`config.mk`:
```
export PLATFORM = sky130hd
export DESIGN_NAME = ssfd_datapath
export DESIGN_NICKNAME = d
export VERILOG_FILES = /design/src/pkg/ssfd_pkg.sv /design/src/verilog/ssfd_datapath.sv
export VERILOG_INCLUDE_DIRS = /design/src /design/src/pkg
export SDC_FILE = /design/constraint.sdc
export NUM_CORES = 2
export LEC_CHECK = 0
export ABC_AREA = 0
export BUFFER_PORTS_ARGS = -buffer_cell sky130_fd_sc_hd__buf_4
export CORE_ASPECT_RATIO = 0.6
export CORE_MARGIN = 5
export CORE_UTILIZATION = 35
export DETAILED_ROUTE_END_ITERATION = 16
export SYNTH_ARGS = -nofsm -noshare
export SYNTH_HDL_FRONTEND = slang
export SYNTH_SLANG_ARGS = --single-unit
```
`constraint.sdc`:
```
create_clock -name sys_clk -period 8.8 [get_ports sys_clk]
set_input_delay 1.76 -clock sys_clk [delete_from_list [all_inputs] [get_ports sys_clk]]
set_output_delay 1.76 -clock sys_clk [all_outputs]
set_load 0.005 [all_outputs]
```
`src/pkg/ssfd_regs.svh`:
```
`ifndef SSFD_REGS_SVH
`define SSFD_REGS_SVH

`define SSFD_DATA_W 16
`define SSFD_NUM_REGS 32
`define SSFD_SEL_W 6
`define SSFD_CTRL_W 10
`define SSFD_PORT_W 8
`define SSFD_MODE_W 10

// Operand select codes: 0..31 are the general registers
`define SSFD_SEL_AUX 6'h20
`define SSFD_SEL_BC 6'h21
`define SSFD_SEL_IMM 6'h22

// Field positions
`define SSFD_CTRL_ADDR_COUNT_EN 0
`define SSFD_CTRL_BLOCK_COUNT_EN 1
`define SSFD_MODE_INTERRUPT 0
`define SSFD_MODE_FIFO_RESET 9

// Reset values
`define SSFD_CTRL_RESET 10'h000
`define SSFD_PORT_RESET 8'h00
`define SSFD_MODE_RESET 10'h000
`define SSFD_DATA_RESET 16'h0000

`endif

```
`src/pkg/ssfd_pkg.sv`:
```
package ssfd_pkg;

    typedef enum logic [3:0] {
        SSFD_NOP,
        SSFD_SUB,
        SSFD_BORROW_DIFFERENCE_OP,
        SSFD_LEFT_SHIFT_OP,
        SSFD_LEFT_SHIFT_PAIR_OP,
        SSFD_RIGHT_SHIFT_OP,
        SSFD_RIGHT_SHIFT_PAIR_OP,
        SSFD_CTRL_BITS_SET_OP,
        SSFD_CTRL_BITS_CLEAR_OP,
        SSFD_PORT_DIR_SET_OP,
        SSFD_PORT_DIR_CLEAR_OP,
        SSFD_MODE_BITS_SET_OP,
        SSFD_MODE_BITS_CLEAR_OP
    } ssfd_op_t;

    typedef enum logic [2:0] {
        SSFD_SRC_ZERO_FLAG,
        SSFD_SRC_CARRY_FLAG,
        SSFD_SRC_SIGN_FLAG,
        SSFD_SRC_CONST0,
        SSFD_SRC_CONST1,
        SSFD_SRC_OWN_END,
        SSFD_SRC_AUX_END,
        SSFD_SRC_SERIAL_PIN
    } ssfd_shsrc_t;

endpackage

```
`src/verilog/ssfd_datapath.sv`:
```
`timescale 1ns/1ns
`default_nettype none
`include "ssfd_regs.svh"

module ssfd_datapath #(
    parameter int DATA_W = `SSFD_DATA_W,
    parameter int NUM_REGS = `SSFD_NUM_REGS
) (
    input wire logic sys_clk, // 25 MHz instruction clock
    input wire logic rst, // Synchronous reset, active high
    input wire logic op_valid, // One instruction this cycle
    input wire ssfd_pkg::ssfd_op_t op_kind, // Operation
    input wire logic op_three, // Subtract uses three operands
    input wire logic [`SSFD_SEL_W-1:0] op_dest, // Destination or dest/src
    input wire logic [`SSFD_SEL_W-1:0] op_src1, // Source (first source)
    input wire logic [`SSFD_SEL_W-1:0] op_src2, // Second source
    input wire logic [DATA_W-1:0] op_imm, // Immediate constant
    input wire ssfd_pkg::ssfd_shsrc_t shift_src_r, // Shift-in for register
    input wire ssfd_pkg::ssfd_shsrc_t shift_src_q, // Shift-in for aux
    input wire logic [`SSFD_CTRL_W-1:0] op_mask, // Set/clear mask
    input wire logic serial_in, // Serial data pin level
    input wire logic [`SSFD_SEL_W-1:0] rd_sel, // Readback select
    output logic [DATA_W-1:0] rd_data_q, // Readback data
    output logic [DATA_W-1:0] aux_q, // Auxiliary register
    output logic [DATA_W-1:0] block_counter_q, // Block counter
    output logic zero_flag_q, // Zero flag
    output logic carry_flag_q, // Carry flag, set means no borrow
    output logic sign_flag_q, // Sign flag
    output logic ovf_flag_q, // Overflow flag
    output logic [`SSFD_CTRL_W-1:0] datapath_control_q, // Control register
    output logic [`SSFD_PORT_W-1:0] port_direction_q, // Port direction
    output logic [`SSFD_PORT_W-1:0] port_oe_n_q, // Port drive enable, low
    output logic [`SSFD_MODE_W-1:0] operating_mode_q, // Mode register
    output logic fifo_reset_q, // FIFO held in reset
    output logic interrupt_mode_bit_q, // Interrupt mode on
    output logic serial_out_q, // Bit shifted toward serial pin
    output logic op_error_q // Last operation refused
);

    ////////////////////////////////////////////////////////////////////////
    // Operand decode

    function automatic logic is_gpr(input logic [`SSFD_SEL_W-1:0] sel);
        is_gpr = (sel < `SSFD_SEL_AUX);
    endfunction

    function automatic logic is_gpr_or_aux(input logic [`SSFD_SEL_W-1:0] sel);
        is_gpr_or_aux = is_gpr(sel) || (sel == `SSFD_SEL_AUX);
    endfunction

    function automatic logic is_writable(input logic [`SSFD_SEL_W-1:0] sel);
        is_writable = is_gpr_or_aux(sel) || (sel == `SSFD_SEL_BC);
    endfunction

    logic [DATA_W-1:0] gpr_q [NUM_REGS];

    function automatic logic [DATA_W-1:0] read_opnd(input logic [`SSFD_SEL_W-1:0] sel);
        if (is_gpr(sel)) begin
            read_opnd = gpr_q[sel[4:0]];
        end else if (sel == `SSFD_SEL_AUX) begin
            read_opnd = aux_q;
        end else if (sel == `SSFD_SEL_BC) begin
            read_opnd = block_counter_q;
        end else begin
            read_opnd = op_imm;
        end
    endfunction

    wire logic is_sub = (op_kind == ssfd_pkg::SSFD_SUB) || (op_kind == ssfd_pkg::SSFD_BORROW_DIFFERENCE_OP);
    wire logic is_sbc = (op_kind == ssfd_pkg::SSFD_BORROW_DIFFERENCE_OP);
    wire logic is_left = (op_kind == ssfd_pkg::SSFD_LEFT_SHIFT_OP) || (op_kind == ssfd_pkg::SSFD_LEFT_SHIFT_PAIR_OP);
    wire logic is_right = (op_kind == ssfd_pkg::SSFD_RIGHT_SHIFT_OP) ||
                          (op_kind == ssfd_pkg::SSFD_RIGHT_SHIFT_PAIR_OP);
    wire logic is_pair = (op_kind == ssfd_pkg::SSFD_LEFT_SHIFT_PAIR_OP) ||
                         (op_kind == ssfd_pkg::SSFD_RIGHT_SHIFT_PAIR_OP);
    wire logic is_shift = is_left || is_right;
    wire logic is_mask = (op_kind >= ssfd_pkg::SSFD_CTRL_BITS_SET_OP) &&
                         (op_kind <= ssfd_pkg::SSFD_MODE_BITS_CLEAR_OP);

    ////////////////////////////////////////////////////////////////////////
    // Operand legality

    wire logic legal_sub2 = is_writable(op_dest) &&
                            (is_gpr_or_aux(op_dest) || is_gpr_or_aux(op_src1));
    wire logic src_has_reg = is_gpr_or_aux(op_src1) || is_gpr_or_aux(op_src2);
    wire logic same_src = is_gpr(op_src1) && is_gpr(op_src2) && (op_src1 == op_src2);
    wire logic three_gprs = is_gpr(op_dest) && is_gpr(op_src1) && is_gpr(op_src2) &&
                            (op_dest != op_src1) && (op_dest != op_src2);
    wire logic legal_sub3 = is_writable(op_dest) && src_has_reg && !same_src && !three_gprs;
    wire logic legal_sub = op_three ? legal_sub3 : legal_sub2;
    wire logic legal_shift = is_gpr(op_dest);
    wire logic op_legal = is_mask || (op_kind == ssfd_pkg::SSFD_NOP) ||
                          (is_sub && legal_sub) || (is_shift && legal_shift);
    wire logic op_go = op_valid && op_legal;

    ////////////////////////////////////////////////////////////////////////
    // Subtract

    // Blocks, not assigns: the operand function reads registers that are not its arguments
    logic [DATA_W-1:0] src_a, src_b;
    always_comb begin
        // Two-operand form reads its first operand from the destination
        src_a = op_three ? read_opnd(op_src1) : read_opnd(op_dest);
        src_b = op_three ? read_opnd(op_src2) : read_opnd(op_src1);
    end
    // Carry set means no borrow, so on the borrow-difference op a clear carry takes one more away
    wire logic borrow_in = is_sbc && !carry_flag_q;
    wire logic [DATA_W:0] diff_wide = {1'b0, src_a} - {1'b0, src_b} - {{DATA_W{1'b0}}, borrow_in};
    wire logic [DATA_W-1:0] sub_res = diff_wide[DATA_W-1:0];
    wire logic sub_cy = !diff_wide[DATA_W];
    wire logic sub_ovf = (src_a[DATA_W-1] != src_b[DATA_W-1]) && (sub_res[DATA_W-1] != src_a[DATA_W-1]);

    ////////////////////////////////////////////////////////////////////////
    // Shift

    function automatic logic pick_bit(input ssfd_pkg::ssfd_shsrc_t src, input logic own, input logic aux);
        case (src)
            ssfd_pkg::SSFD_SRC_ZERO_FLAG: pick_bit = zero_flag_q;
            ssfd_pkg::SSFD_SRC_CARRY_FLAG: pick_bit = carry_flag_q;
            ssfd_pkg::SSFD_SRC_SIGN_FLAG: pick_bit = sign_flag_q;
            ssfd_pkg::SSFD_SRC_CONST0: pick_bit = 1'b0;
            ssfd_pkg::SSFD_SRC_CONST1: pick_bit = 1'b1;
            ssfd_pkg::SSFD_SRC_OWN_END: pick_bit = own;
            ssfd_pkg::SSFD_SRC_AUX_END: pick_bit = aux;
            ssfd_pkg::SSFD_SRC_SERIAL_PIN: pick_bit = serial_in;
            default: pick_bit = 1'b0;
        endcase
    endfunction

    logic [DATA_W-1:0] sh_reg;
    logic reg_end, aux_end, bit_r, bit_q;
    // Flags and registers read inside the functions must wake this block
    always_comb begin
        sh_reg = read_opnd(op_dest);
        // End bit leaving each register: MSB going left, LSB going right
        reg_end = is_left ? sh_reg[DATA_W-1] : sh_reg[0];
        aux_end = is_left ? aux_q[DATA_W-1] : aux_q[0];
        bit_r = pick_bit(shift_src_r, reg_end, aux_end);
        bit_q = pick_bit(shift_src_q, aux_end, reg_end);
    end
    wire logic [DATA_W-1:0] sh_r_res = is_left ? {sh_reg[DATA_W-2:0], bit_r} :
                                                 {bit_r, sh_reg[DATA_W-1:1]};
    wire logic [DATA_W-1:0] sh_q_res = is_left ? {aux_q[DATA_W-2:0], bit_q} :
                                                 {bit_q, aux_q[DATA_W-1:1]};
    wire logic sh_ovf = (sh_r_res[DATA_W-1] != sh_reg[DATA_W-1]);
    wire logic uses_serial = (shift_src_r == ssfd_pkg::SSFD_SRC_SERIAL_PIN) ||
                             (is_pair && (shift_src_q == ssfd_pkg::SSFD_SRC_SERIAL_PIN));

    ////////////////////////////////////////////////////////////////////////
    // Writeback select

    wire logic [DATA_W-1:0] wr_data = is_sub ? sub_res : sh_r_res;
    wire logic wr_any = op_go && (is_sub || is_shift);
    wire logic gpr_we = wr_any && is_gpr(op_dest);
    wire logic aux_we = (wr_any && (op_dest == `SSFD_SEL_AUX)) || (op_go && is_pair);
    wire logic [DATA_W-1:0] aux_d = (is_shift && is_pair) ? sh_q_res : wr_data;
    wire logic bc_we = wr_any && (op_dest == `SSFD_SEL_BC);
    wire logic flags_we = wr_any;
    wire logic z_d = (wr_data == {DATA_W{1'b0}});
    wire logic cy_d = is_sub ? sub_cy : reg_end;
    wire logic s_d = wr_data[DATA_W-1];
    wire logic o_d = is_sub ? sub_ovf : sh_ovf;

    // Mask operations: set wins only for its own register
    wire logic [`SSFD_CTRL_W-1:0] ctrl_d =
        (op_go && op_kind == ssfd_pkg::SSFD_CTRL_BITS_SET_OP) ? (datapath_control_q | op_mask) :
        (op_go && op_kind == ssfd_pkg::SSFD_CTRL_BITS_CLEAR_OP) ? (datapath_control_q & ~op_mask) :
        datapath_control_q;
    wire logic [`SSFD_PORT_W-1:0] port_d =
        (op_go && op_kind == ssfd_pkg::SSFD_PORT_DIR_SET_OP) ? (port_direction_q | op_mask[`SSFD_PORT_W-1:0]) :
        (op_go && op_kind == ssfd_pkg::SSFD_PORT_DIR_CLEAR_OP) ? (port_direction_q & ~op_mask[`SSFD_PORT_W-1:0]) :
        port_direction_q;
    wire logic [`SSFD_MODE_W-1:0] mode_d =
        (op_go && op_kind == ssfd_pkg::SSFD_MODE_BITS_SET_OP) ? (operating_mode_q | op_mask) :
        (op_go && op_kind == ssfd_pkg::SSFD_MODE_BITS_CLEAR_OP) ? (operating_mode_q & ~op_mask) :
        operating_mode_q;

    ////////////////////////////////////////////////////////////////////////
    // Register file

    genvar gi;
    generate
        for (gi = 0; gi < NUM_REGS; gi++) begin : g_gpr
            always_ff @(posedge sys_clk) begin
                if (rst) begin
                    gpr_q[gi] <= `SSFD_DATA_RESET;
                end else if (gpr_we && (op_dest[4:0] == 5'(gi))) begin
                    gpr_q[gi] <= wr_data;
                end
            end
        end
    endgenerate

    always_ff @(posedge sys_clk) begin
        if (rst) begin
            aux_q <= `SSFD_DATA_RESET;
            block_counter_q <= `SSFD_DATA_RESET;
        end else begin
            if (aux_we) begin
                aux_q <= aux_d;
            end
            if (bc_we) begin
                block_counter_q <= wr_data;
            end
        end
    end

    always_ff @(posedge sys_clk) begin
        if (rst) begin
            zero_flag_q <= 1'b0;
            carry_flag_q <= 1'b0;
            sign_flag_q <= 1'b0;
            ovf_flag_q <= 1'b0;
        end else if (flags_we) begin
            zero_flag_q <= z_d;
            carry_flag_q <= cy_d;
            sign_flag_q <= s_d;
            ovf_flag_q <= o_d;
        end
    end

    always_ff @(posedge sys_clk) begin
        if (rst) begin
            datapath_control_q <= `SSFD_CTRL_RESET;
            port_direction_q <= `SSFD_PORT_RESET;
            port_oe_n_q <= ~`SSFD_PORT_RESET;
            operating_mode_q <= `SSFD_MODE_RESET;
            fifo_reset_q <= 1'b0;
            interrupt_mode_bit_q <= 1'b0;
        end else begin
            datapath_control_q <= ctrl_d;
            port_direction_q <= port_d;
            port_oe_n_q <= ~port_d;
            operating_mode_q <= mode_d;
            // Held until software clears it; no self-clear here
            fifo_reset_q <= mode_d[`SSFD_MODE_FIFO_RESET];
            interrupt_mode_bit_q <= mode_d[`SSFD_MODE_INTERRUPT];
        end
    end

    always_ff @(posedge sys_clk) begin
        if (rst) begin
            serial_out_q <= 1'b0;
            op_error_q <= 1'b0;
            rd_data_q <= `SSFD_DATA_RESET;
        end else begin
            if (op_go && is_shift && uses_serial) begin
                serial_out_q <= reg_end;
            end
            if (op_valid) begin
                op_error_q <= !op_legal;
            end
            // Readback lags one cycle, so it shows state before this edge
            rd_data_q <= read_opnd(rd_sel);
        end
    end
endmodule // ssfd_datapath

`default_nettype wire
```
## Word-level counts from Yosys, hierarchy flattened

Memories as Yosys holds them, arrays and structs flattened.
Cells that the tools add are included.

| cells by class | value |
|---|---|
| add/subtract/negate cells | 2 |
| equal/unequal tests | 71 |
| reductions and logical operators | 92 |
| muxes and demuxes | 161 |
| $lt $le $gt $ge | 6 |
| bitwise operators | 41 |

Operator list:

| operator | number |
|---|---|
| $mux 16 | 50 |
| $mux 1 | 103 |
| $eq 5x5->1 const B | 16 |
| $logic_and 1x1->1 | 63 |
| $eq 6x6->1 const B | 8 |
| $eq 5x4->1 const B | 8 |
| $mux 10 | 4 |
| $or 1x1->1 | 32 |
| $eq 3x3->1 const B | 8 |
| $lt 6x6->1 const B | 4 |
| $and 10x10->10 | 2 |
| $eq 4x4->1 const B | 5 |
| $eq 5x3->1 const B | 4 |
| $or 10x10->10 | 2 |
| $logic_or 1x1->1 | 17 |
| $sub 16x16->17 | 1 |
| $sub 17x1->17 | 1 |
| $eq 4x3->1 const B | 4 |
| $logic_not 16->1 | 1 |
| $mux 8 | 2 |
| $not 8->8 | 2 |
| $pmux 1 s8 | 2 |
| $eq 3x2->1 const B | 4 |
| $ne 6x6->1 | 2 |
| 17 further kinds | 28 |

| storage, ports and cells | value |
|---|---|
| bits in writable memories | 512 |
| output and inout bits | 92 |
| register bits | 92 |
| memories kept | 1 |

Memory list:

| name | depth | width | rd ports | clocked after memory_dff | write ports | RTL line | source |
|---|---|---|---|---|---|---|---|
| gpr_q | 32 | 16 | 4 | 0 | 32 | ssfd_datapath.sv:55 | `logic [DATA_W-1:0] gpr_q [NUM_REGS];` |

## Depth between registers and ports, before layout

| logic depth | value |
|---|---|
| depth after elaboration | 19 |
| gate-level depth with buffers | 28 |
| depth with buffers taken out | 22 |

## Worst setup path before layout

Ideal clock, no wire load.

| timing | value |
|---|---|
| kind | input to register |
| start | input op_src1[0] |
| end | memory gpr_q[24][15] (netlist bit) (data pin) |
| required time | 8.536 ns |
| stages | 25 |
| data arrival time | 7.383 ns |
| buffers on the path | 6 |
| path slack | 1.153 ns |
| cells stage by stage | buf_6 > buf_6 > buf_2 > clkbuf_1 > buf_2 > mux4_2 > mux4_2 > nand2_1 > a21oi_1 > a21oi_1 > o21ai_0 > ha_1 > inv_1 > ha_1 > a21oi_1 > o21ai_0 > or4_1 > and3_1 > nor2_1 > o21a_4 > a211oi_4 > or3_2 > a31oi_4 > buf_6 > nor2_2 |

RTL lines:

| item | RTL line | source |
|---|---|---|
| from (decl) | ssfd_datapath.sv:15 | `` input wire logic [`SSFD_SEL_W-1:0] op_src1, `` |
| to (decl) | ssfd_datapath.sv:55 |  |

==> results by stage <==
Placement:
- The wire-length estimate of the detail-placed layout is ~130 mm.
- The count of buffers added on input and output ports is 156.
- The worst setup timing slack at the placement stage is between 0.8 and 0.9 ns.
- Routability-driven placement finished with a final weighted congestion of between 1 and 1.5.

Yosys:
- The number of nets in the synthesized netlist is 3461.
- The dominant combinational cell family by area after synthesis is multiplexers.
- The mapped netlist covers 0.0419 sq mm.
- The synthesized design devotes to its leading area cell type 36.7% of total area.
- After Yosys synthesis, XOR and XNOR cells account for 0.535% of the synthesized area.
- Yosys printed 0 warnings.
- The synthesized-area fraction occupied by and/or/nand/nor cells is ~11%.
- In this run, distinct cell masters in the synthesized netlist total 91.
- In the synthesized netlist, mux cells make up between 30% and 40% of the area.
- The fraction of registers with async set or reset after synthesis is 0%.
- The sequential-to-total area share from yosys stat is between 40% and 50%.
- A synthesized cell averages between 10 and 15 sq um.
- Yosys mapped a number of flops with a built-in enable equal to 512.
- After synthesis, the cell types taking the most area are sky130_fd_sc_hd__edfxtp_1, sky130_fd_sc_hd__mux4_2, sky130_fd_sc_hd__nor2_1, sky130_fd_sc_hd__dfxtp_1, sky130_fd_sc_hd__mux2i_1.
- The compound-gate portion of the synthesized area is about 7.3%.
- The synthesized netlist devotes less than 1% of its cell area to adder and majority cells.
- The commonest register cell after synthesis is sky130_fd_sc_hd__edfxtp_1.
- The most repeated cell in the gate-level netlist after synthesis is sky130_fd_sc_hd__nor2_1.
- Sorting the synthesized cells by how often they occur yields sky130_fd_sc_hd__nor2_1, sky130_fd_sc_hd__mux4_2, sky130_fd_sc_hd__edfxtp_1, sky130_fd_sc_hd__nand2_1, sky130_fd_sc_hd__clkbuf_1.
- The post-synthesis instance total is approximately 3400.
- The total of flip-flops plus latches after synthesis is approximately 600.
- The biggest area contributor in the post-synthesis netlist is sky130_fd_sc_hd__edfxtp_1.

Clocking:
- The clock reaches the later pin of the worst-skew pair after ~0.7 ns.
- After clock tree synthesis, the clock-pin slew on the worst setup and hold paths is 0.07 ns.
- The number of gates resized after cts is 0.
- The clock sink count is 602.
- In this run the deepest clock path goes through 3 buffers.
- The number of setup buffers added after CTS is 0.
- CTS placed an instance of sky130_fd_sc_hd__clkbuf_16 at the clock tree root.
- The number of hold buffers added after CTS was 0.
- The number of buffers added by the clock tree synthesis step is between 50 and 60.
- In this run the number of H-tree levels came out at 2.
- TritonCTS built the clock tree.

Route:
- The routed design has 184 mm of wire.
- The detailed router finished its first iteration with 6899 violations.
- The pre-antenna-repair detailed-routing pass consisted of 9 iterations.
- The final antenna-violating net count is 0.
- The number of vias in the routed layout is about 35000.
- The final routed wire length divided by cell count is between 30 and 40 um.
- The vias per cell is between 6 and 7.
- The number of remaining DRC errors is 0.

Timing:
- The final hold violation count came to 0.
- After routing, the total negative slack on setup checks comes to 0 ns.
- Setup violations remaining at the end of the flow were counted as 0.
- The minimum clock period after layout is 7.52 ns.
- The number of pins with negative max-slew slack in the final report is 0.
- For the pin with the worst max-slew slack, the measured transition is ~1.4 ns.
- The minimum setup slack in the final design is between 1 and 1.5 ns.
- Setup repair after global routing left no endpoint under its margin.
- Measured against its own limit, the worst slew margin works out to 2.72%.
- The part of the cycle the worst path needs is around 85%.
- The tightest hold path in the finished design has a slack of about 0.48 ns.
- The clock arrives with roughly 0.042 ns of skew.
- The upper clock frequency limit is ~0.13 GHz.

Global routing:
- The total routing usage reported by global routing is approximately 28%.
- The initial antenna violation count is 3.
- After global routing the overflow that remains totals 0.
- The global-route wire length before repair is 255 mm.
- The pin count of the biggest net entering global routing is ~80.
- The number of global-route vias before repair is roughly 32000.

Final layout:
- After the last flow step, the layout net total stands at between 3000 and 4000.
- The post-route netlist has a little under a third of its cells at a drive strength greater than 1.
- In the final layout, flip-flops and latches occupy 0.0172 sq mm.
- The filler cell count in the final layout is 11249.
- The core utilization of the finished layout is 39.4%.
- The repair_antennas step left the layout with diodes totalling 0.
- The layout-stage area growth over the synthesis result is 11.9%.
- The area occupied by multi-input gates is about 0.023 sq mm.

Floorplan:
- The core region is between 0.1 and 0.15 sq mm.
- The die outline height is around 280 um.
- The number of core rows is just under 100.
- The I/O pin count is 157.
- For this configuration, the core starts out at a cell density of 35.2%.
- The horizontal die dimension is ~460 um.
- The floorplan step defined a die boundary enclosing roughly 0.13 sq mm.

Pwr:
- The maximum vdd drop is between 0.15 and 0.2 mV.
- The power density over the cells is 169 mW/mm^2.
- The static leakage power is roughly 17 nW.

Setup path:
- The worst setup path is of the in -> reg kind.
- In this run the worst path has a maximum fanout of 44.
- The critical path startpoint category is an input port.
- The endpoint class of the critical path is a register.
- The data arrival time at the worst-slack endpoint is between 7 and 8 ns.
- STA puts the critical path data required time at about 9.2 ns.

Min path:
- The worst min-delay path category is reg -> reg.

Status:
- The flow ran to the end, and the final reports show no timing, DRC or antenna violations.

Job:
- The number of maximum-capacitance violations is 0.
-- cell families (layout without fill, tap and decap cells) --
logic type                 Yosys count  in the layout
xor gates and xnor gates            24             24
DFF                                602            602
muxes                              718            718
buffers and inverters              394            469
and+or+nand+nor                   1141           1141
adders and majority gates           32             32
AOI/OAI and AO/OA                  453            453
-- cell usage in the layout (no fill, tap or decap), types with 6 or more instances in the layout --
cell                        count
sky130_fd_sc_hd__a21oi_1      136
sky130_fd_sc_hd__mux4_2       588
sky130_fd_sc_hd__nor3_1        26
sky130_fd_sc_hd__a22oi_1       47
sky130_fd_sc_hd__mux2_2        20
sky130_fd_sc_hd__clkbuf_16     58
sky130_fd_sc_hd__nor4_1         7
sky130_fd_sc_hd__nand4_1        6
sky130_fd_sc_hd__clkbuf_1       7
sky130_fd_sc_hd__nand2_2        7
sky130_fd_sc_hd__buf_4        289
sky130_fd_sc_hd__a211oi_1      27
sky130_fd_sc_hd__o211ai_1      24
sky130_fd_sc_hd__and2_1         8
sky130_fd_sc_hd__a31oi_1       19
sky130_fd_sc_hd__nand2b_1       9
sky130_fd_sc_hd__o22ai_1       15
sky130_fd_sc_hd__a22o_1        24
sky130_fd_sc_hd__a21o_1        26
sky130_fd_sc_hd__buf_12         9
sky130_fd_sc_hd__clkinv_1      13
sky130_fd_sc_hd__xnor2_1       11
sky130_fd_sc_hd__edfxtp_1     512
sky130_fd_sc_hd__nor2_2        13
sky130_fd_sc_hd__ha_1          30
sky130_fd_sc_hd__bufinv_16      8
sky130_fd_sc_hd__nand2_1      267
sky130_fd_sc_hd__xor2_1        12
sky130_fd_sc_hd__nor2b_1        7
sky130_fd_sc_hd__and3_1        17
sky130_fd_sc_hd__dfxtp_1       90
sky130_fd_sc_hd__clkinv_2       9
sky130_fd_sc_hd__nor2_1       706
sky130_fd_sc_hd__inv_1         54
sky130_fd_sc_hd__a221oi_1      14
sky130_fd_sc_hd__nand3_1       27
sky130_fd_sc_hd__o21ai_0       52
sky130_fd_sc_hd__mux2i_1      110
-- sequential cells by signal (all words and copies together) (netlist names), named ones only --
register / cells
zero_flag_q: 1
serial_out_q: 1
op_error_q: 1
port_oe_n_q: 8
ovf_flag_q: 1
aux_q: 16
carry_flag_q: 1
sign_flag_q: 1
gpr_q: 512
port_direction_q: 8
operating_mode_q: 10
rd_data_q: 16
block_counter_q: 16
-- routing by layer --
metal / track usage, % / part of all wire (%)
met1: 40.4 / 38
met2: 34.9 / 38
met3: 15.4 / 20
met4: 8.90 / 4.1
met5: 1.03 / 0.087
-- stage by stage --
stage | instances | total power [W] | area, sq um
after floorplan | 3364 | 0.00447 | 41900
after global placement | 4937 | 0.00517 | 45000
after detailed placement | 4937 | 0.00517 | 45000
after CTS | 5039 | 0.00781 | 46900
after global routing | 5039 | 0.00807 | 46900
final | 5039 | 0.00791 | 46900
-- where the power goes --
part / internal [W] / switching, W / total, W
clock: 0.00144 / 0.00126 / 0.00270
combinational: 0.000721 / 0.00119 / 0.00192
sequential: 0.00318 / 0.000109 / 0.00329
total: 0.00534 / 0.00257 / 0.00791
-- final cells by class --
type | instances | area share (%)
clock buffers | 65 | 3.15
inverters | 61 | 0.489
clock inverters | 37 | 0.876
flip-flops and latches | 602 | 36.7
well taps | 1600 | 4.27
multi-input cells | 2368 | 49.3
repair buffers | 306 | 5.24
-- path summary, 6_finish.rpt --
path	from	to	slack [ns]	cells after the start
setup / recovery	op_dest[0]	gpr_q[17][15]$_SDFFCE_PN0P_	1.28	21
hold / removal	operating_mode_q[4]$_SDFFE_PP0P_	operating_mode_q[4]$_SDFFE_PP0P_	0.48	2
setup reg to reg	gpr_q[25][8]$_SDFFCE_PN0P_	gpr_q[17][15]$_SDFFCE_PN0P_	2.74	20
hold reg to reg	operating_mode_q[4]$_SDFFE_PP0P_	operating_mode_q[4]$_SDFFE_PP0P_	0.48	2
-- worst max-delay path, cell delays in order --
cell and delay, ns:
sky130_fd_sc_hd__buf_8 0.36, sky130_fd_sc_hd__buf_4 0.49, sky130_fd_sc_hd__mux4_2 0.55, sky130_fd_sc_hd__a22oi_1 0.31, sky130_fd_sc_hd__nand3_1 0.16, sky130_fd_sc_hd__o211ai_1 0.21
sky130_fd_sc_hd__mux2_2 0.22, sky130_fd_sc_hd__ha_1 0.23, sky130_fd_sc_hd__inv_1 0.18, sky130_fd_sc_hd__ha_1 0.35, sky130_fd_sc_hd__a21oi_1 0.44, sky130_fd_sc_hd__o21ai_0 0.35
sky130_fd_sc_hd__or4_1 0.50, sky130_fd_sc_hd__and3_1 0.21, sky130_fd_sc_hd__nor2_1 0.16, sky130_fd_sc_hd__o21a_4 0.17, sky130_fd_sc_hd__a211oi_4 0.06, sky130_fd_sc_hd__or3_2 0.45
sky130_fd_sc_hd__a31oi_4 0.22, sky130_fd_sc_hd__buf_12 0.23, sky130_fd_sc_hd__nor2_1 0.08
Power figures use the tool's default switching activity.
